File: src/include/pcx_pkg.sv
// Constants and types shared by the priority pin crossbar design.
package pcx_pkg;
    localparam int PCX_NPIN = 20;
    localparam int PCX_NFN = 19;
    localparam int PCX_MAPW = 5;

    // Register addresses on the special function register port.
    localparam logic [7:0] PCX_A_ROUTE_LO = 8'hE1;
    localparam logic [7:0] PCX_A_ROUTE_HI = 8'hE2;
    localparam logic [7:0] PCX_A_LATCH0 = 8'h80;
    localparam logic [7:0] PCX_A_LATCH1 = 8'h90;
    localparam logic [7:0] PCX_A_LATCH2 = 8'hA0;
    localparam logic [7:0] PCX_A_SKIP0 = 8'hD4;
    localparam logic [7:0] PCX_A_SKIP1 = 8'hD5;
    localparam logic [7:0] PCX_A_SKIP2 = 8'hD6;
    localparam logic [7:0] PCX_A_MDIN0 = 8'hF1;
    localparam logic [7:0] PCX_A_MDIN1 = 8'hF2;
    localparam logic [7:0] PCX_A_MDIN2 = 8'hF3;
    localparam logic [7:0] PCX_A_MDOUT0 = 8'hA4;
    localparam logic [7:0] PCX_A_MDOUT1 = 8'hA5;
    localparam logic [7:0] PCX_A_MDOUT2 = 8'hA6;

    // Port index within a group of three per-port registers.
    localparam logic [1:0] PCX_PORT0 = 2'h0;
    localparam logic [1:0] PCX_PORT1 = 2'h1;
    localparam logic [1:0] PCX_PORT2 = 2'h2;
    localparam int PCX_PORT_BITS = 8;

    // Fields of crossbar_route_enables_low.
    localparam int PCX_B_UART = 0;
    localparam int PCX_B_SPI = 1;
    localparam int PCX_B_SMB0 = 2;
    localparam int PCX_B_SYSCLK = 3;
    localparam int PCX_B_CMP = 4;
    localparam int PCX_B_CMPA = 5;
    localparam int PCX_B_SMB1 = 6;
    localparam int PCX_B_STRONG_PU = 7;
    // Fields of crossbar_route_enables_high.
    localparam int PCX_B_CEX_LO = 0;
    localparam int PCX_B_ECI = 3;
    localparam int PCX_B_T0 = 4;
    localparam int PCX_B_T1 = 5;
    localparam int PCX_B_CROSSBAR_ON = 6;
    localparam int PCX_B_PULLUP_OFF = 7;
    localparam logic [7:0] PCX_ROUTE_HI_MASK = 8'hFB;

    // Function slots, in descending priority.
    localparam int PCX_F_UART_TX = 0;
    localparam int PCX_F_UART_RX = 1;
    localparam int PCX_F_SPI_SCK = 2;
    localparam int PCX_F_SPI_MISO = 3;
    localparam int PCX_F_SPI_MOSI = 4;
    localparam int PCX_F_SPI_NSS = 5;
    localparam int PCX_F_SMB0_SDA = 6;
    localparam int PCX_F_SMB0_SCL = 7;
    localparam int PCX_F_SMB1_SDA = 8;
    localparam int PCX_F_SMB1_SCL = 9;
    localparam int PCX_F_CMP = 10;
    localparam int PCX_F_CMPA = 11;
    localparam int PCX_F_SYSCLK = 12;
    localparam int PCX_F_CAPTURE_COMPARE_OUT = 13;
    localparam int PCX_F_CEX1 = 14;
    localparam int PCX_F_CEX2 = 15;
    localparam int PCX_F_ECI = 16;
    localparam int PCX_F_T0 = 17;
    localparam int PCX_F_T1 = 18;

    // Fixed serial port pins.
    localparam int PCX_PIN_UART_TX = 4;
    localparam int PCX_PIN_UART_RX = 5;

    localparam logic [1:0] PCX_SPI_3WIRE = 2'h0;
    localparam logic [1:0] PCX_CEX_ONE = 2'h1;
    localparam logic [1:0] PCX_CEX_TWO = 2'h2;
    localparam logic [1:0] PCX_CEX_THREE = 2'h3;

    localparam logic [4:0] PCX_MAP_GPIO = 5'h00;
    localparam logic [7:0] PCX_REG8_RST = 8'h00;
    localparam logic [19:0] PCX_PINS_CLR = 20'h0_0000;
    localparam logic [19:0] PCX_MDIN_RST = 20'hF_FFFF;
    localparam logic [3:0] PCX_PAD_HI = 4'h0;

    typedef logic [PCX_NPIN-1:0][PCX_MAPW-1:0] pcx_map_t;
endpackage

File: src/include/pcx_pad_if.sv
// Per-pin drive request and pad result between crossbar and pad bank.
`timescale 1ns/1ps
`default_nettype none
interface pcx_pad_if;
    logic [19:0] analog;
    logic [19:0] push_pull;
    logic [19:0] drive_en;
    logic [19:0] drive_val;
    logic [19:0] od_force;
    logic [19:0] pad_in;
    logic pullup_off;
    logic [19:0] out;
    logic [19:0] oe_n;
    logic [19:0] weak_pu;
    logic [19:0] rx;
    modport ctrl (
        output analog, push_pull, drive_en, drive_val, od_force, pad_in,
        output pullup_off,
        input out, oe_n, weak_pu, rx
    );
    modport bank (
        input analog, push_pull, drive_en, drive_val, od_force, pad_in,
        input pullup_off,
        output out, oe_n, weak_pu, rx
    );
endinterface
`default_nettype wire

File: src/design/pcx_crossbar.sv
// Priority pin crossbar with its configuration registers.
// Contract
// - UART ranks highest, assigned first.
// - Each enabled resource after UART takes lowest free pin.
// - Pins given earlier are passed over.
// - Skipped pins count as occupied.
// - UART transmit on P0.4, receive on P0.5.
// - SMBus claims data and clock together.
// - Leftover pins are ordinary port I/O.
// - SPI takes four pins only in 4-wire mode.
// - SMBus signal order follows its swap bit.
// - Crossbar off makes every pin an input.
// - Crossbar off disables all output drivers.
// - Input-mode bit one digital, zero analog.
// - Analog pin: no pull-up, driver, receiver.
// - Reset leaves every pin digital.
// - SMBus pins always drive open-drain.
// - Weak pull-up on open-drain pins when enabled.
// - Pull-up off while pin drives low.
// - Low route register holds one enable each.
// - Bit seven enables strong pull-ups P2.2, P2.3.
// - Global pull-up-off bit disables all weak pull-ups.
// - Analog pin reads back as zero.
// - Counter-array field routes zero to three outputs.
`timescale 1ns/1ps
`default_nettype none
module pcx_crossbar (
    input wire logic mclk,
    input wire logic rst,
    input wire logic [7:0] sfr_addr,
    input wire logic [7:0] sfr_wdata,
    input wire logic sfr_we,
    input wire logic sfr_re,
    output logic [7:0] sfr_rdata,
    input wire logic [1:0] spi_select_mode,
    input wire logic [1:0] smbus_pin_swap,
    input wire logic [pcx_pkg::PCX_NFN-1:0] fn_out,
    input wire logic [pcx_pkg::PCX_NFN-1:0] fn_oe,
    output logic [pcx_pkg::PCX_NFN-1:0] fn_in,
    input wire logic [pcx_pkg::PCX_NPIN-1:0] pad_in,
    output logic [pcx_pkg::PCX_NPIN-1:0] pad_out,
    output logic [pcx_pkg::PCX_NPIN-1:0] pad_oe_n,
    output logic [pcx_pkg::PCX_NPIN-1:0] pad_weak_pu,
    output logic strong_pullup_on
);
    import pcx_pkg::*;

    typedef struct packed {
        logic [7:0] route_lo;
        logic [7:0] route_hi;
        logic [PCX_NPIN-1:0] latch;
        logic [PCX_NPIN-1:0] skip;
        logic [PCX_NPIN-1:0] mdin;
        logic [PCX_NPIN-1:0] mdout;
        pcx_map_t map;
        logic [PCX_NPIN-1:0] out;
        logic [PCX_NPIN-1:0] oe_n;
        logic [PCX_NPIN-1:0] weak_pu;
        logic [PCX_NPIN-1:0] rx;
        logic [PCX_NFN-1:0] fn_in;
        logic [7:0] rdata;
    } pcx_state_t;

    pcx_state_t st_q;
    pcx_state_t st_d;

    pcx_pad_if pads ();

    pcx_pad_bank u_pads (
        .pads(pads)
    );

    logic crossbar_on;
    logic global_pullup_off;
    logic [PCX_NFN-1:0] slot_en;
    logic [1:0] cex_field;
    pcx_map_t map_d;

    assign crossbar_on = st_q.route_hi[PCX_B_CROSSBAR_ON];
    assign global_pullup_off = st_q.route_hi[PCX_B_PULLUP_OFF];
    assign cex_field = st_q.route_hi[PCX_B_CEX_LO +: 2];

    // Places one port byte into a pin vector; port 2 has four pins.
    function automatic logic [PCX_NPIN-1:0] put_port(
        input logic [PCX_NPIN-1:0] v,
        input logic [1:0] port,
        input logic [7:0] d
    );
        logic [PCX_NPIN+3:0] t;
        t = {PCX_PAD_HI, v};
        t[port*PCX_PORT_BITS +: PCX_PORT_BITS] = d;
        return t[PCX_NPIN-1:0];
    endfunction

    // Reads one port byte; missing bits of port 2 read as zero.
    function automatic logic [7:0] get_port(
        input logic [PCX_NPIN-1:0] v,
        input logic [1:0] port
    );
        logic [PCX_NPIN+3:0] t;
        t = {PCX_PAD_HI, v};
        return t[port*PCX_PORT_BITS +: PCX_PORT_BITS];
    endfunction

    // Resource enables in priority order.
    always_comb begin
        slot_en = '0;
        slot_en[PCX_F_UART_TX] = st_q.route_lo[PCX_B_UART];
        slot_en[PCX_F_UART_RX] = st_q.route_lo[PCX_B_UART];
        slot_en[PCX_F_SPI_SCK] = st_q.route_lo[PCX_B_SPI];
        slot_en[PCX_F_SPI_MISO] = st_q.route_lo[PCX_B_SPI];
        slot_en[PCX_F_SPI_MOSI] = st_q.route_lo[PCX_B_SPI];
        slot_en[PCX_F_SPI_NSS] = st_q.route_lo[PCX_B_SPI] &&
            spi_select_mode != PCX_SPI_3WIRE;
        slot_en[PCX_F_SMB0_SDA] = st_q.route_lo[PCX_B_SMB0];
        slot_en[PCX_F_SMB0_SCL] = st_q.route_lo[PCX_B_SMB0];
        slot_en[PCX_F_SMB1_SDA] = st_q.route_lo[PCX_B_SMB1];
        slot_en[PCX_F_SMB1_SCL] = st_q.route_lo[PCX_B_SMB1];
        slot_en[PCX_F_CMP] = st_q.route_lo[PCX_B_CMP];
        slot_en[PCX_F_CMPA] = st_q.route_lo[PCX_B_CMPA];
        slot_en[PCX_F_SYSCLK] = st_q.route_lo[PCX_B_SYSCLK];
        slot_en[PCX_F_CAPTURE_COMPARE_OUT] = cex_field != '0;
        slot_en[PCX_F_CEX1] = cex_field == PCX_CEX_TWO ||
            cex_field == PCX_CEX_THREE;
        slot_en[PCX_F_CEX2] = cex_field == PCX_CEX_THREE;
        slot_en[PCX_F_ECI] = st_q.route_hi[PCX_B_ECI];
        slot_en[PCX_F_T0] = st_q.route_hi[PCX_B_T0];
        slot_en[PCX_F_T1] = st_q.route_hi[PCX_B_T1];
    end

    // Priority decoder: walks the slots after UART and hands each the lowest free pin.
    always_comb begin
        logic [PCX_NPIN-1:0] taken;
        logic found;
        int fid;
        taken = st_q.skip;
        found = 1'b0;
        fid = 0;
        map_d = '0;
        if (slot_en[PCX_F_UART_TX]) begin
            // The serial port sits on fixed pins and is placed first.
            map_d[PCX_PIN_UART_TX] = PCX_MAPW'(PCX_F_UART_TX + 1);
            map_d[PCX_PIN_UART_RX] = PCX_MAPW'(PCX_F_UART_RX + 1);
            taken[PCX_PIN_UART_TX] = 1'b1;
            taken[PCX_PIN_UART_RX] = 1'b1;
        end
        for (int s = PCX_F_SPI_SCK; s < PCX_NFN; s++) begin
            fid = s;
            if (s == PCX_F_SMB0_SDA && smbus_pin_swap[0]) begin
                fid = PCX_F_SMB0_SCL;
            end else if (s == PCX_F_SMB0_SCL && smbus_pin_swap[0]) begin
                fid = PCX_F_SMB0_SDA;
            end else if (s == PCX_F_SMB1_SDA && smbus_pin_swap[1]) begin
                fid = PCX_F_SMB1_SCL;
            end else if (s == PCX_F_SMB1_SCL && smbus_pin_swap[1]) begin
                fid = PCX_F_SMB1_SDA;
            end
            found = 1'b0;
            for (int p = 0; p < PCX_NPIN; p++) begin
                if (slot_en[s] && !found && !taken[p]) begin
                    map_d[p] = PCX_MAPW'(fid + 1);
                    taken[p] = 1'b1;
                    found = 1'b1;
                end
            end
        end
    end

    // Drive requests towards the pad bank.
    always_comb begin
        int f;
        f = 0;
        pads.analog = ~st_q.mdin;
        pads.push_pull = st_q.mdout;
        pads.pullup_off = global_pullup_off;
        pads.pad_in = pad_in;
        pads.drive_en = '0;
        pads.drive_val = '0;
        pads.od_force = '0;
        for (int p = 0; p < PCX_NPIN; p++) begin
            f = int'(st_q.map[p]) - 1;
            if (!crossbar_on) begin
                pads.drive_en[p] = 1'b0;
            end else if (st_q.map[p] == PCX_MAP_GPIO) begin
                pads.drive_en[p] = 1'b1;
                pads.drive_val[p] = st_q.latch[p];
            end else begin
                pads.drive_en[p] = fn_oe[f];
                pads.drive_val[p] = fn_out[f];
                pads.od_force[p] = f >= PCX_F_SMB0_SDA &&
                    f <= PCX_F_SMB1_SCL;
            end
        end
    end

    // Next state: register port, routed inputs and registered pad outputs.
    always_comb begin
        int f;
        f = 0;
        st_d = st_q;
        st_d.map = map_d;
        st_d.out = pads.out;
        st_d.oe_n = pads.oe_n;
        st_d.weak_pu = pads.weak_pu;
        st_d.rx = pads.rx;
        st_d.fn_in = '0;
        for (int p = 0; p < PCX_NPIN; p++) begin
            f = int'(st_q.map[p]) - 1;
            if (crossbar_on && st_q.map[p] != PCX_MAP_GPIO) begin
                st_d.fn_in[f] = pads.rx[p];
            end
        end
        if (sfr_we) begin
            unique case (sfr_addr)
                PCX_A_ROUTE_LO: st_d.route_lo = sfr_wdata;
                PCX_A_ROUTE_HI: st_d.route_hi = sfr_wdata & PCX_ROUTE_HI_MASK;
                PCX_A_LATCH0: st_d.latch = put_port(st_q.latch, PCX_PORT0,
                    sfr_wdata);
                PCX_A_LATCH1: st_d.latch = put_port(st_q.latch, PCX_PORT1,
                    sfr_wdata);
                PCX_A_LATCH2: st_d.latch = put_port(st_q.latch, PCX_PORT2,
                    sfr_wdata);
                PCX_A_SKIP0: st_d.skip = put_port(st_q.skip, PCX_PORT0,
                    sfr_wdata);
                PCX_A_SKIP1: st_d.skip = put_port(st_q.skip, PCX_PORT1,
                    sfr_wdata);
                PCX_A_SKIP2: st_d.skip = put_port(st_q.skip, PCX_PORT2,
                    sfr_wdata);
                PCX_A_MDIN0: st_d.mdin = put_port(st_q.mdin, PCX_PORT0,
                    sfr_wdata);
                PCX_A_MDIN1: st_d.mdin = put_port(st_q.mdin, PCX_PORT1,
                    sfr_wdata);
                PCX_A_MDIN2: st_d.mdin = put_port(st_q.mdin, PCX_PORT2,
                    sfr_wdata);
                PCX_A_MDOUT0: st_d.mdout = put_port(st_q.mdout, PCX_PORT0,
                    sfr_wdata);
                PCX_A_MDOUT1: st_d.mdout = put_port(st_q.mdout, PCX_PORT1,
                    sfr_wdata);
                PCX_A_MDOUT2: st_d.mdout = put_port(st_q.mdout, PCX_PORT2,
                    sfr_wdata);
                default: st_d.rdata = st_q.rdata;
            endcase
        end
        // Port addresses read the pads; analog pins already read zero.
        if (sfr_re) begin
            unique case (sfr_addr)
                PCX_A_ROUTE_LO: st_d.rdata = st_q.route_lo;
                PCX_A_ROUTE_HI: st_d.rdata = st_q.route_hi;
                PCX_A_LATCH0: st_d.rdata = get_port(st_q.rx, PCX_PORT0);
                PCX_A_LATCH1: st_d.rdata = get_port(st_q.rx, PCX_PORT1);
                PCX_A_LATCH2: st_d.rdata = get_port(st_q.rx, PCX_PORT2);
                PCX_A_SKIP0: st_d.rdata = get_port(st_q.skip, PCX_PORT0);
                PCX_A_SKIP1: st_d.rdata = get_port(st_q.skip, PCX_PORT1);
                PCX_A_SKIP2: st_d.rdata = get_port(st_q.skip, PCX_PORT2);
                PCX_A_MDIN0: st_d.rdata = get_port(st_q.mdin, PCX_PORT0);
                PCX_A_MDIN1: st_d.rdata = get_port(st_q.mdin, PCX_PORT1);
                PCX_A_MDIN2: st_d.rdata = get_port(st_q.mdin, PCX_PORT2);
                PCX_A_MDOUT0: st_d.rdata = get_port(st_q.mdout, PCX_PORT0);
                PCX_A_MDOUT1: st_d.rdata = get_port(st_q.mdout, PCX_PORT1);
                PCX_A_MDOUT2: st_d.rdata = get_port(st_q.mdout, PCX_PORT2);
                default: st_d.rdata = PCX_REG8_RST;
            endcase
        end
    end

    always_ff @(posedge mclk) begin
        if (rst) begin
            st_q <= '0;
            st_q.mdin <= PCX_MDIN_RST;
            st_q.oe_n <= ~PCX_PINS_CLR;
            st_q.weak_pu <= ~PCX_PINS_CLR;
        end else begin
            st_q <= st_d;
        end
    end

    assign sfr_rdata = st_q.rdata;
    assign fn_in = st_q.fn_in;
    assign pad_out = st_q.out;
    assign pad_oe_n = st_q.oe_n;
    assign pad_weak_pu = st_q.weak_pu;
    // Strong pull-ups of P2.2 and P2.3 follow one control bit.
    assign strong_pullup_on = st_q.route_lo[PCX_B_STRONG_PU];
endmodule // pcx_crossbar
`default_nettype wire

File: src/design/pcx_pad_bank.sv
// Output driver, weak pull-up and receiver logic of every port pin.
`timescale 1ns/1ps
`default_nettype none
module pcx_pad_bank (
    pcx_pad_if.bank pads
);
    import pcx_pkg::*;

    logic [PCX_NPIN-1:0] open_drain;
    logic [PCX_NPIN-1:0] drive;

    always_comb begin
        for (int p = 0; p < PCX_NPIN; p++) begin
            // Software picks the mode per pin; SMBus pins force open-drain.
            open_drain[p] = !pads.push_pull[p] || pads.od_force[p];
            // Analog pins never drive; open-drain only drives a low.
            drive[p] = pads.drive_en[p] && pads.analog[p] == 1'b0 &&
                (!open_drain[p] || !pads.drive_val[p]);
            pads.oe_n[p] = !drive[p];
            pads.out[p] = pads.drive_val[p] && !open_drain[p];
            // Pull-up is off for analog pins, globally, or while driving.
            pads.weak_pu[p] = !pads.analog[p] && !pads.pullup_off &&
                !drive[p];
            pads.rx[p] = pads.analog[p] ? 1'b0 : pads.pad_in[p];
        end
    end
endmodule // pcx_pad_bank
`default_nettype wire

File: config.mk
export PLATFORM = sky130hd
export DESIGN_NAME = pcx_crossbar
export DESIGN_NICKNAME = d
export VERILOG_FILES = /design/src/include/pcx_pkg.sv /design/src/include/pcx_pad_if.sv /design/src/design/pcx_crossbar.sv /design/src/design/pcx_pad_bank.sv
export SDC_FILE = /design/constraint.sdc
export NUM_CORES = 2
export LEC_CHECK = 0
export BUFFER_PORTS_ARGS = -buffer_cell sky130_fd_sc_hd__buf_2
export CAP_MARGIN = 15
export CORE_ASPECT_RATIO = 1.4
export CORE_MARGIN = 3
export CORE_UTILIZATION = 45
export CTS_CLUSTER_SIZE = 20
export DETAILED_ROUTE_END_ITERATION = 10
export GPL_ROUTABILITY_DRIVEN = 0
export HOLD_SLACK_MARGIN = 0.15
export PLACE_DENSITY_LB_ADDON = 0.15
export SYNTH_ARGS = -nofsm -noshare
export SYNTH_HDL_FRONTEND = slang
export SYNTH_SLANG_ARGS = --single-unit
export TNS_END_PERCENT = 1
File: constraint.sdc
create_clock -name mclk -period 6 [get_ports mclk]
set_input_delay 0.6 -clock mclk [delete_from_list [all_inputs] [get_ports mclk]]
set_output_delay 0.6 -clock mclk [all_outputs]
set_load 0.02 [all_outputs]
==> Word level (Yosys, flattened, before mapping) <==
Index checks and enable logic that the tools add are counted.
{ "classes": {"addsub": 24, "magnitude_cmp": 80, "n_eq_ne": 16, "n_mux": 1333, "n_bitwise": 34, "reduce_logical": 1705} }
{ "ops": {"columns": ["op", "count"], "rows": [
  ["$mux W5", 315],
  ["$mux W1", 887],
  ["$logic_and A1 B1 Y1", 824],
  ["$logic_not A1 Y1", 764],
  ["$mux W19", 20],
  ["$bwmux W19", 19],
  ["$pmux W20 S3", 4],
  ["$bmux W1 S5", 40],
  ["$lt A6 B7 Y1 const B", 20],
  ["$ge A6 B1 Y1 const B", 20],
  ["$ge A6 B4 Y1 const B", 20],
  ["$le A6 B5 Y1 const B", 20],
  ["$sub A5 B1 Y6 const B", 20],
  ["$eq A8 B8 Y1 const B", 14],
  ["$pmux W8 S14", 1],
  ["$demux W1 S5", 20],
  ["$logic_not A5 Y1", 20],
  ["$reduce_bool A5 Y1", 20],
  ["$reduce_or A5 Y1", 20],
  ["$reduce_and A4 Y1", 12],
  ["$logic_or A1 B1 Y1", 41],
  ["$mux W2", 20],
  ["$not A1 Y1", 32],
  ["$add A5 B2 Y5 const B", 4],
  ["other kinds (7)", 15]
]} }
{ "totals": {"register_bits": 302, "inputBits": 82, "out_inout_bits": 88, "elab_cells": 3252} }

==> Logic depth before layout (Yosys ltp) <==
{ "depth": {"depth_word": 127, "ltp_mapped": 29, "ltp_nobuf": 23} }

==> Modules after synthesis <==
From an unflattened synthesis, not the netlist that was laid out.
{ "unflattened": {"hier_cells": 5612, "area_unflattened_um2": 41197.0} }
{ "modules_own_cells": {"columns": ["mod", "instances", "cells_per_inst", "area_per_inst_um2", "seq_area_each_um2"], "rows": [
  ["pcx_crossbar", 1, 5450, 40062.2, 6045.8],
  ["pcx_pad_bank", 1, 162, 1134.8, 0.0]
]} }

==> Worst setup path before layout <==
OpenSTA, ideal clock, no wires.
{ "synth_timing": {"path_kind": "input-to-reg", "from": "input spi_select_mode[1]", "to": "register st_q[202] in the netlist's numbering", "setup_time_ns": 0.135, "t_arrival_ns": 5.648, "required_ns": 5.865, "setup_slack_ns": 0.216, "stages": 22, "n_path_buf": 1, "path_cell_list": "o21ai_1 > nor2_2 > o21ai_4 > nor3_2 > a32oi_2 > nor4_4 > buf_6 > a21oi_2 > nor4_4 > nor3_2 > nand2b_4 > maj3_2 > o31a_2 > a211oi_1 > nor3_4 > maj3_2 > or2_1 > maj3_2 > a21o_1 > nand2_1 > or3_1 > o311ai_1"} }
{ "synth_via": {"elab_chain_cells": 119, "elab_cells_between_ends": 1614, "cone_classes": "mux: 540; reduce/logical: 1074"} }
{ "synth_lines": {"columns": ["element", "line", "text"], "rows": [
  ["start: declaration", "pcx_crossbar.sv:35", "input wire logic [1:0] spi_select_mode,"],
  ["$reduce_bool A2 Y1 *", "pcx_crossbar.sv:114", "spi_select_mode != PCX_SPI_3WIRE;"],
  ["$logic_and A1 B1 Y1 *", "pcx_crossbar.sv:113", "slot_en[PCX_F_SPI_NSS] = st_q.route_lo[PCX_B_SPI] &&"],
  ["$logic_and A1 B1 Y1", "pcx_crossbar.sv:160", "if (slot_en[s] && !found && !taken[p]) begin"],
  ["$mux W1", "pcx_crossbar.sv:160", null],
  ["$logic_not A1 Y1", "pcx_crossbar.sv:160", null],
  ["$logic_and A1 B1 Y1", "pcx_crossbar.sv:160", null],
  ["$logic_and A1 B1 Y1 / $mux W1 (equally long branches)", "pcx_crossbar.sv:160", null],
  ["$mux W1 / $logic_not A1 Y1 (equally long branches)", "pcx_crossbar.sv:160", null],
  ["[103 not listed]", null, null],
  ["$logic_not A1 Y1 (tied with other cells)", "pcx_crossbar.sv:160", null],
  ["$logic_and A1 B1 Y1 (tied with other cells)", "pcx_crossbar.sv:160", null],
  ["$logic_and A1 B1 Y1 / $logic_not A1 Y1 (equally long branches)", "pcx_crossbar.sv:160", null],
  ["$mux W1 / $logic_and A1 B1 Y1 (equally long branches)", "pcx_crossbar.sv:160", null],
  ["$logic_not A1 Y1 / $mux W1 (equally long branches)", "pcx_crossbar.sv:160", null],
  ["$logic_and A1 B1 Y1 / $logic_not A1 Y1 (equally long branches)", "pcx_crossbar.sv:160", null],
  ["$logic_and A1 B1 Y1", "pcx_crossbar.sv:160", null],
  ["$mux W5 *", "pcx_crossbar.sv:160", null],
  ["end signal: assignment", "pcx_crossbar.sv:273", "st_q <= st_d;"],
  ["end: declaration", "pcx_crossbar.sv:64", "pcx_state_t st_q;"]
]} }
Every way passes the cells marked *; elsewhere a longest branch is shown, timed or not.
A chain may end at the register's enable or synchronous reset.

==> Worst setup path after layout <==
{ "layout_timing": {"from": "register st_q[249] in the netlist's numbering", "to": "register st_q[202] in the netlist's numbering"} }
{ "layout_via": {"elab_chain_cells": 119, "elab_cells_between_ends": 1767, "cone_classes": "mux: 594; reduce/logical: 1173"} }
{ "layout_lines": {"columns": ["element", "line"], "rows": [
  ["$logic_not A1 Y1", "pcx_crossbar.sv:160"],
  ["$logic_and A1 B1 Y1", "pcx_crossbar.sv:160"],
  ["$mux W1", "pcx_crossbar.sv:160"],
  ["$logic_not A1 Y1", "pcx_crossbar.sv:160"],
  ["$logic_and A1 B1 Y1", "pcx_crossbar.sv:160"],
  ["$mux W1 / $logic_and A1 B1 Y1 (equally long branches)", "pcx_crossbar.sv:160"],
  ["$logic_not A1 Y1 / $mux W1 (equally long branches)", "pcx_crossbar.sv:160"],
  ["$logic_and A1 B1 Y1 / $logic_not A1 Y1 (equally long branches)", "pcx_crossbar.sv:160"],
  ["[103 not listed]", null],
  ["$logic_not A1 Y1 (tied with other cells)", "pcx_crossbar.sv:160"],
  ["$logic_and A1 B1 Y1 (tied with other cells)", "pcx_crossbar.sv:160"],
  ["$logic_and A1 B1 Y1 / $logic_not A1 Y1 (equally long branches)", "pcx_crossbar.sv:160"],
  ["$mux W1 / $logic_and A1 B1 Y1 (equally long branches)", "pcx_crossbar.sv:160"],
  ["$logic_not A1 Y1 / $mux W1 (equally long branches)", "pcx_crossbar.sv:160"],
  ["$logic_and A1 B1 Y1 / $logic_not A1 Y1 (equally long branches)", "pcx_crossbar.sv:160"],
  ["$logic_and A1 B1 Y1", "pcx_crossbar.sv:160"],
  ["$mux W5 *", "pcx_crossbar.sv:160"]
]} }
Marks and branches as above.

==> flow_metrics.py <==
metrics = {
    "run_status": {
        "status": "finished, violations left",
        "violations": "negative setup slack",
    },
    "floorplanning": {
        "die_y_microns": 360,
        "dieArea_sq_um": 93400,
        "initial_core_util": 0.456,
        "std_cell_rows": 129,
        "boundaryPins": 170,
        "core_area_sq_um": 88600,
        "die_w_microns": 259,
    },
    "drt": {
        "ant_nets": 0,
        "drt_pass1_iterations": 6,
        "via_per_inst": 6.68,
        "drtIter0Drc": 6946,
        "drc": 0,
        "via_count": 49735,
        "drt-wirelength-per-cell_microns": 25.0,
        "wl_microns": 186000,
    },
    "setup_path": {
        "cp_data_arrival_time_ns": 6.64,
        "worstReg2RegStart": "st_q[249]",
        "crit_type": "reg2reg",
        "cp-end-kind": "register",
        "start_kind": "register",
        "startpoint": "st_q[249]",
        "r2r_slack_ns": -0.16,
        "cp_slowest_cell": "dfxtp_4",
        "required_ns": 6.48,
        "cpMostUsedCell": "buf_4",
        "cp_max_fo": 8,
        "slowest_delay_ns": 0.37,
    },
    "timing": {
        "rsz0062_at_grt": "yes",
        "slew_violations": 0,
        "hold_viol": 0,
        "tightest_slew_ns": 1.20,
        "post-route-min-period_ns": 6.16,
        "slew_headroom": 0.199,
        "worst_slack_ns": -0.162,
        "skew_ns": 0.0393,
        "fmax_ghz": 0.162,
        "setup_viol_count_final": 19,
        "layout_worst_path_cycle_share": 1.03,
        "fin_setup_tns_ns": -1.27,
    },
    "global_routing": {
        "grt_pass1_wl_microns": 276000,
        "grt_pass1_vias": 46201,
        "grt_max_degree": 81,
        "overflow": 0,
        "track_usage": 0.380,
        "antenna_found_initial": 14,
    },
    "clocking": {
        "htree_levels": 2,
        "cts_tree": "yes",
        "cts_buffer_depth": 3,
        "path_clk_slew_ns": 0.06,
        "clock-sinks": 302,
        "clkLatencyLatePin_ns": 0.60,
        "cts_made_buffers": 35,
        "cts_root_buf": "clkbuf_16",
    },
    "run": {
        "drv_cap": 0,
    },
    "place": {
        "place_ws_ns": -0.526,
        "io_buffers": 169,
        "dp_hpwl_microns": 140000,
        "place_inst": 7294,
    },
    "logic_synthesis": {
        "ys_seq_elements": 302,
        "yosys.area.top_type": "dfxtp_1",
        "netlist_top_cells_area": "dfxtp_1 15%, mux4_2 9.0%, nor2_1 6.5%",
        "async_flop_share": 0,
        "synth_warnings": 0,
        "syn_area_per_cell_sq_um": 7.20,
        "synthesis.nets": 5785,
        "synthFlopType": "dfxtp_1",
        "synth_cell_types": 145,
        "yosys.area.top_type_share": 0.150,
        "synth-edff-count": 0,
        "syn_inst": 5603,
        "yosysSeqAreaShare": 0.150,
        "mappedNetlistArea_sq_um": 40400,
    },
    "power_and_ir_drop": {
        "switchingPower_mw": 1.43,
        "p_leak_nw": 18.2,
        "internal-power_mw": 3.49,
        "combPwrFrac": 0.128,
        "pwr-share-clk": 0.460,
        "irDropWorstVdd_mv": 0.163,
        "p_per_area_nw_per_um2": 98.6,
        "swShare": 0.291,
        "sequentialPowerShare": 0.412,
    },
    "layout": {
        "area_growth_pct": 23.7,
        "multi_input_area_sq_um": 32600,
        "utilization": 0.563,
        "layout.nets": 6418,
        "final_cells": 7446,
        "num-fill-cells": 8417,
        "seq_area_sq_um": 6070,
        "drive_gt1_frac": 0.279,
    },
    "worst_hold_path": {
        "min-delay-start": "pad_in[0]",
        "hold_path.class": "in2reg",
    },
}
[synthesized netlist by cell type (all sizes together) (40+ instances only)]
| cell | instances |
|---|---|
| nor2 | 717 |
| nand2 | 632 |
| a21oi | 429 |
| o21ai | 371 |
| clkbuf | 325 |
| dfxtp | 302 |
| nand3 | 265 |
| nor3 | 206 |
| buf | 182 |
| mux2i | 163 |
| mux4 | 162 |
| a31oi | 114 |
| inv | 114 |
| ha | 100 |
| a211oi | 89 |
| nand2b | 85 |
| o22ai | 85 |
| o31ai | 78 |
| o211ai | 72 |
| nor2b | 70 |
| and2 | 66 |
| nor4 | 54 |
| o221ai | 51 |
| o32ai | 48 |
| or3 | 47 |
| o21a | 46 |
| xnor2 | 45 |
| a22oi | 41 |
| or2 | 41 |
| nand4 | 40 |
[stage by stage]
stage | power (mW) | instance area [sq um] | hold WS (ns)
finish | 4.92 | 49900 | 0.376
global placement | 2.65 | 46800 | 0.436
CTS | 4.89 | 49300 | 0.339
detailed placement | 2.65 | 46800 | 0.443
floorplan | 2.42 | 40400 | 0.427
global route | 5.02 | 49900 | 0.371
[final timing paths]
| check | endpoint | cells past startpoint |
|---|---|---|
| worst min-delay path | st_q[27] | 2 |
| worst max-delay path | st_q[202] | 31 |
| worst min register to register | st_q[271] | 2 |
| worst max register to register | st_q[202] | 31 |
[registers in the layout (all words and copies together), names as in the netlist, 2 cells and up]
| signal | cells |
|---|---|
| cex_field | 2 |
| fn_in | 19 |
| pad_oe_n | 20 |
| pad_out | 20 |
| pad_weak_pu | 20 |
| pads.push_pull | 20 |
| sfr_rdata | 8 |
| slot_en | 10 |
| st_q | 180 |
[cell usage in the layout, fill, tap and decap left out, types with 111 or more instances in the layout]
cell type  instances
buf_4            896
nor3_1           181
inv_1            111
mux2i_1          163
mux4_2           162
nand3_1          252
a21oi_1          399
o21ai_0          300
dfxtp_1          294
nand2_1          618
nor2_1           695
buf_2            169
[metal layers]
metal | GRT usage | vias up | share of wire
met4 | 0.247 | 12 | 0.083
met1 | 0.469 | 23330 | 0.37
li1 | - | 22322 | -
met5 | 0 | - | 0.00039
met3 | 0.0894 | 900 | 0.11
met2 | 0.590 | 3171 | 0.43
[critical path, delay by kind of cell, from the launching register on]
kind,cells,cell delay [ns]
buffers and inverters,10,1.60
AOI/OAI and AO/OA,11,2.30
and+or+nand+nor,9,1.42
adders and majority gates,1,0.36
DFF,1,0.37
[cell families (layout without fill, tap and decap cells)]
kind of cell / after synthesis / after routing / share of synthesized area
AND/OR/NAND/NOR: 2348 / 2348 / 0.278
AO/OA/AOI/OAI: 1793 / 1794 / 0.312
buffers and inverters: 623 / 1280 / 0.0715
multiplexers: 337 / 337 / 0.134
flip-flops: 302 / 302 / 0.150
adder cells (fa/ha/maj): 139 / 139 / 0.0410
XOR/XNOR: 61 / 61 / 0.0132
other: 0 / 6 / 0
[what timing repair did]
item	4_1_cts	5_1_grt
cloned	2	0
resized for setup	180	88
pin swaps	90	55
buffers inserted	55	27
hold buffers	0	0
endpoints found under the setup margin	34	44
[power by group through the flow]
stage / clock network [mW] / logic [mW] / registers [mW]
3_5_place_dp: 0 / 0.581 / 2.07
2_1_floorplan: 0 / 0.357 / 2.07
5_1_grt: 2.36 / 0.632 / 2.03
6_report: 2.27 / 0.627 / 2.03
3_3_place_gp: 0 / 0.578 / 2.07
4_1_cts: 2.28 / 0.584 / 2.03
[area by class of cell]
type / count / area share
multi-input combinational: 4679 / 0.654
timing repair buffer: 1102 / 0.162
sequential: 302 / 0.122
tap: 1179 / 0.0296
clock buffer: 46 / 0.0200
inverter: 116 / 0.00875
clock inverter: 16 / 0.00368
antenna: 6 / 0.000301
No activity file was read; power rests on OpenSTA's default activity.
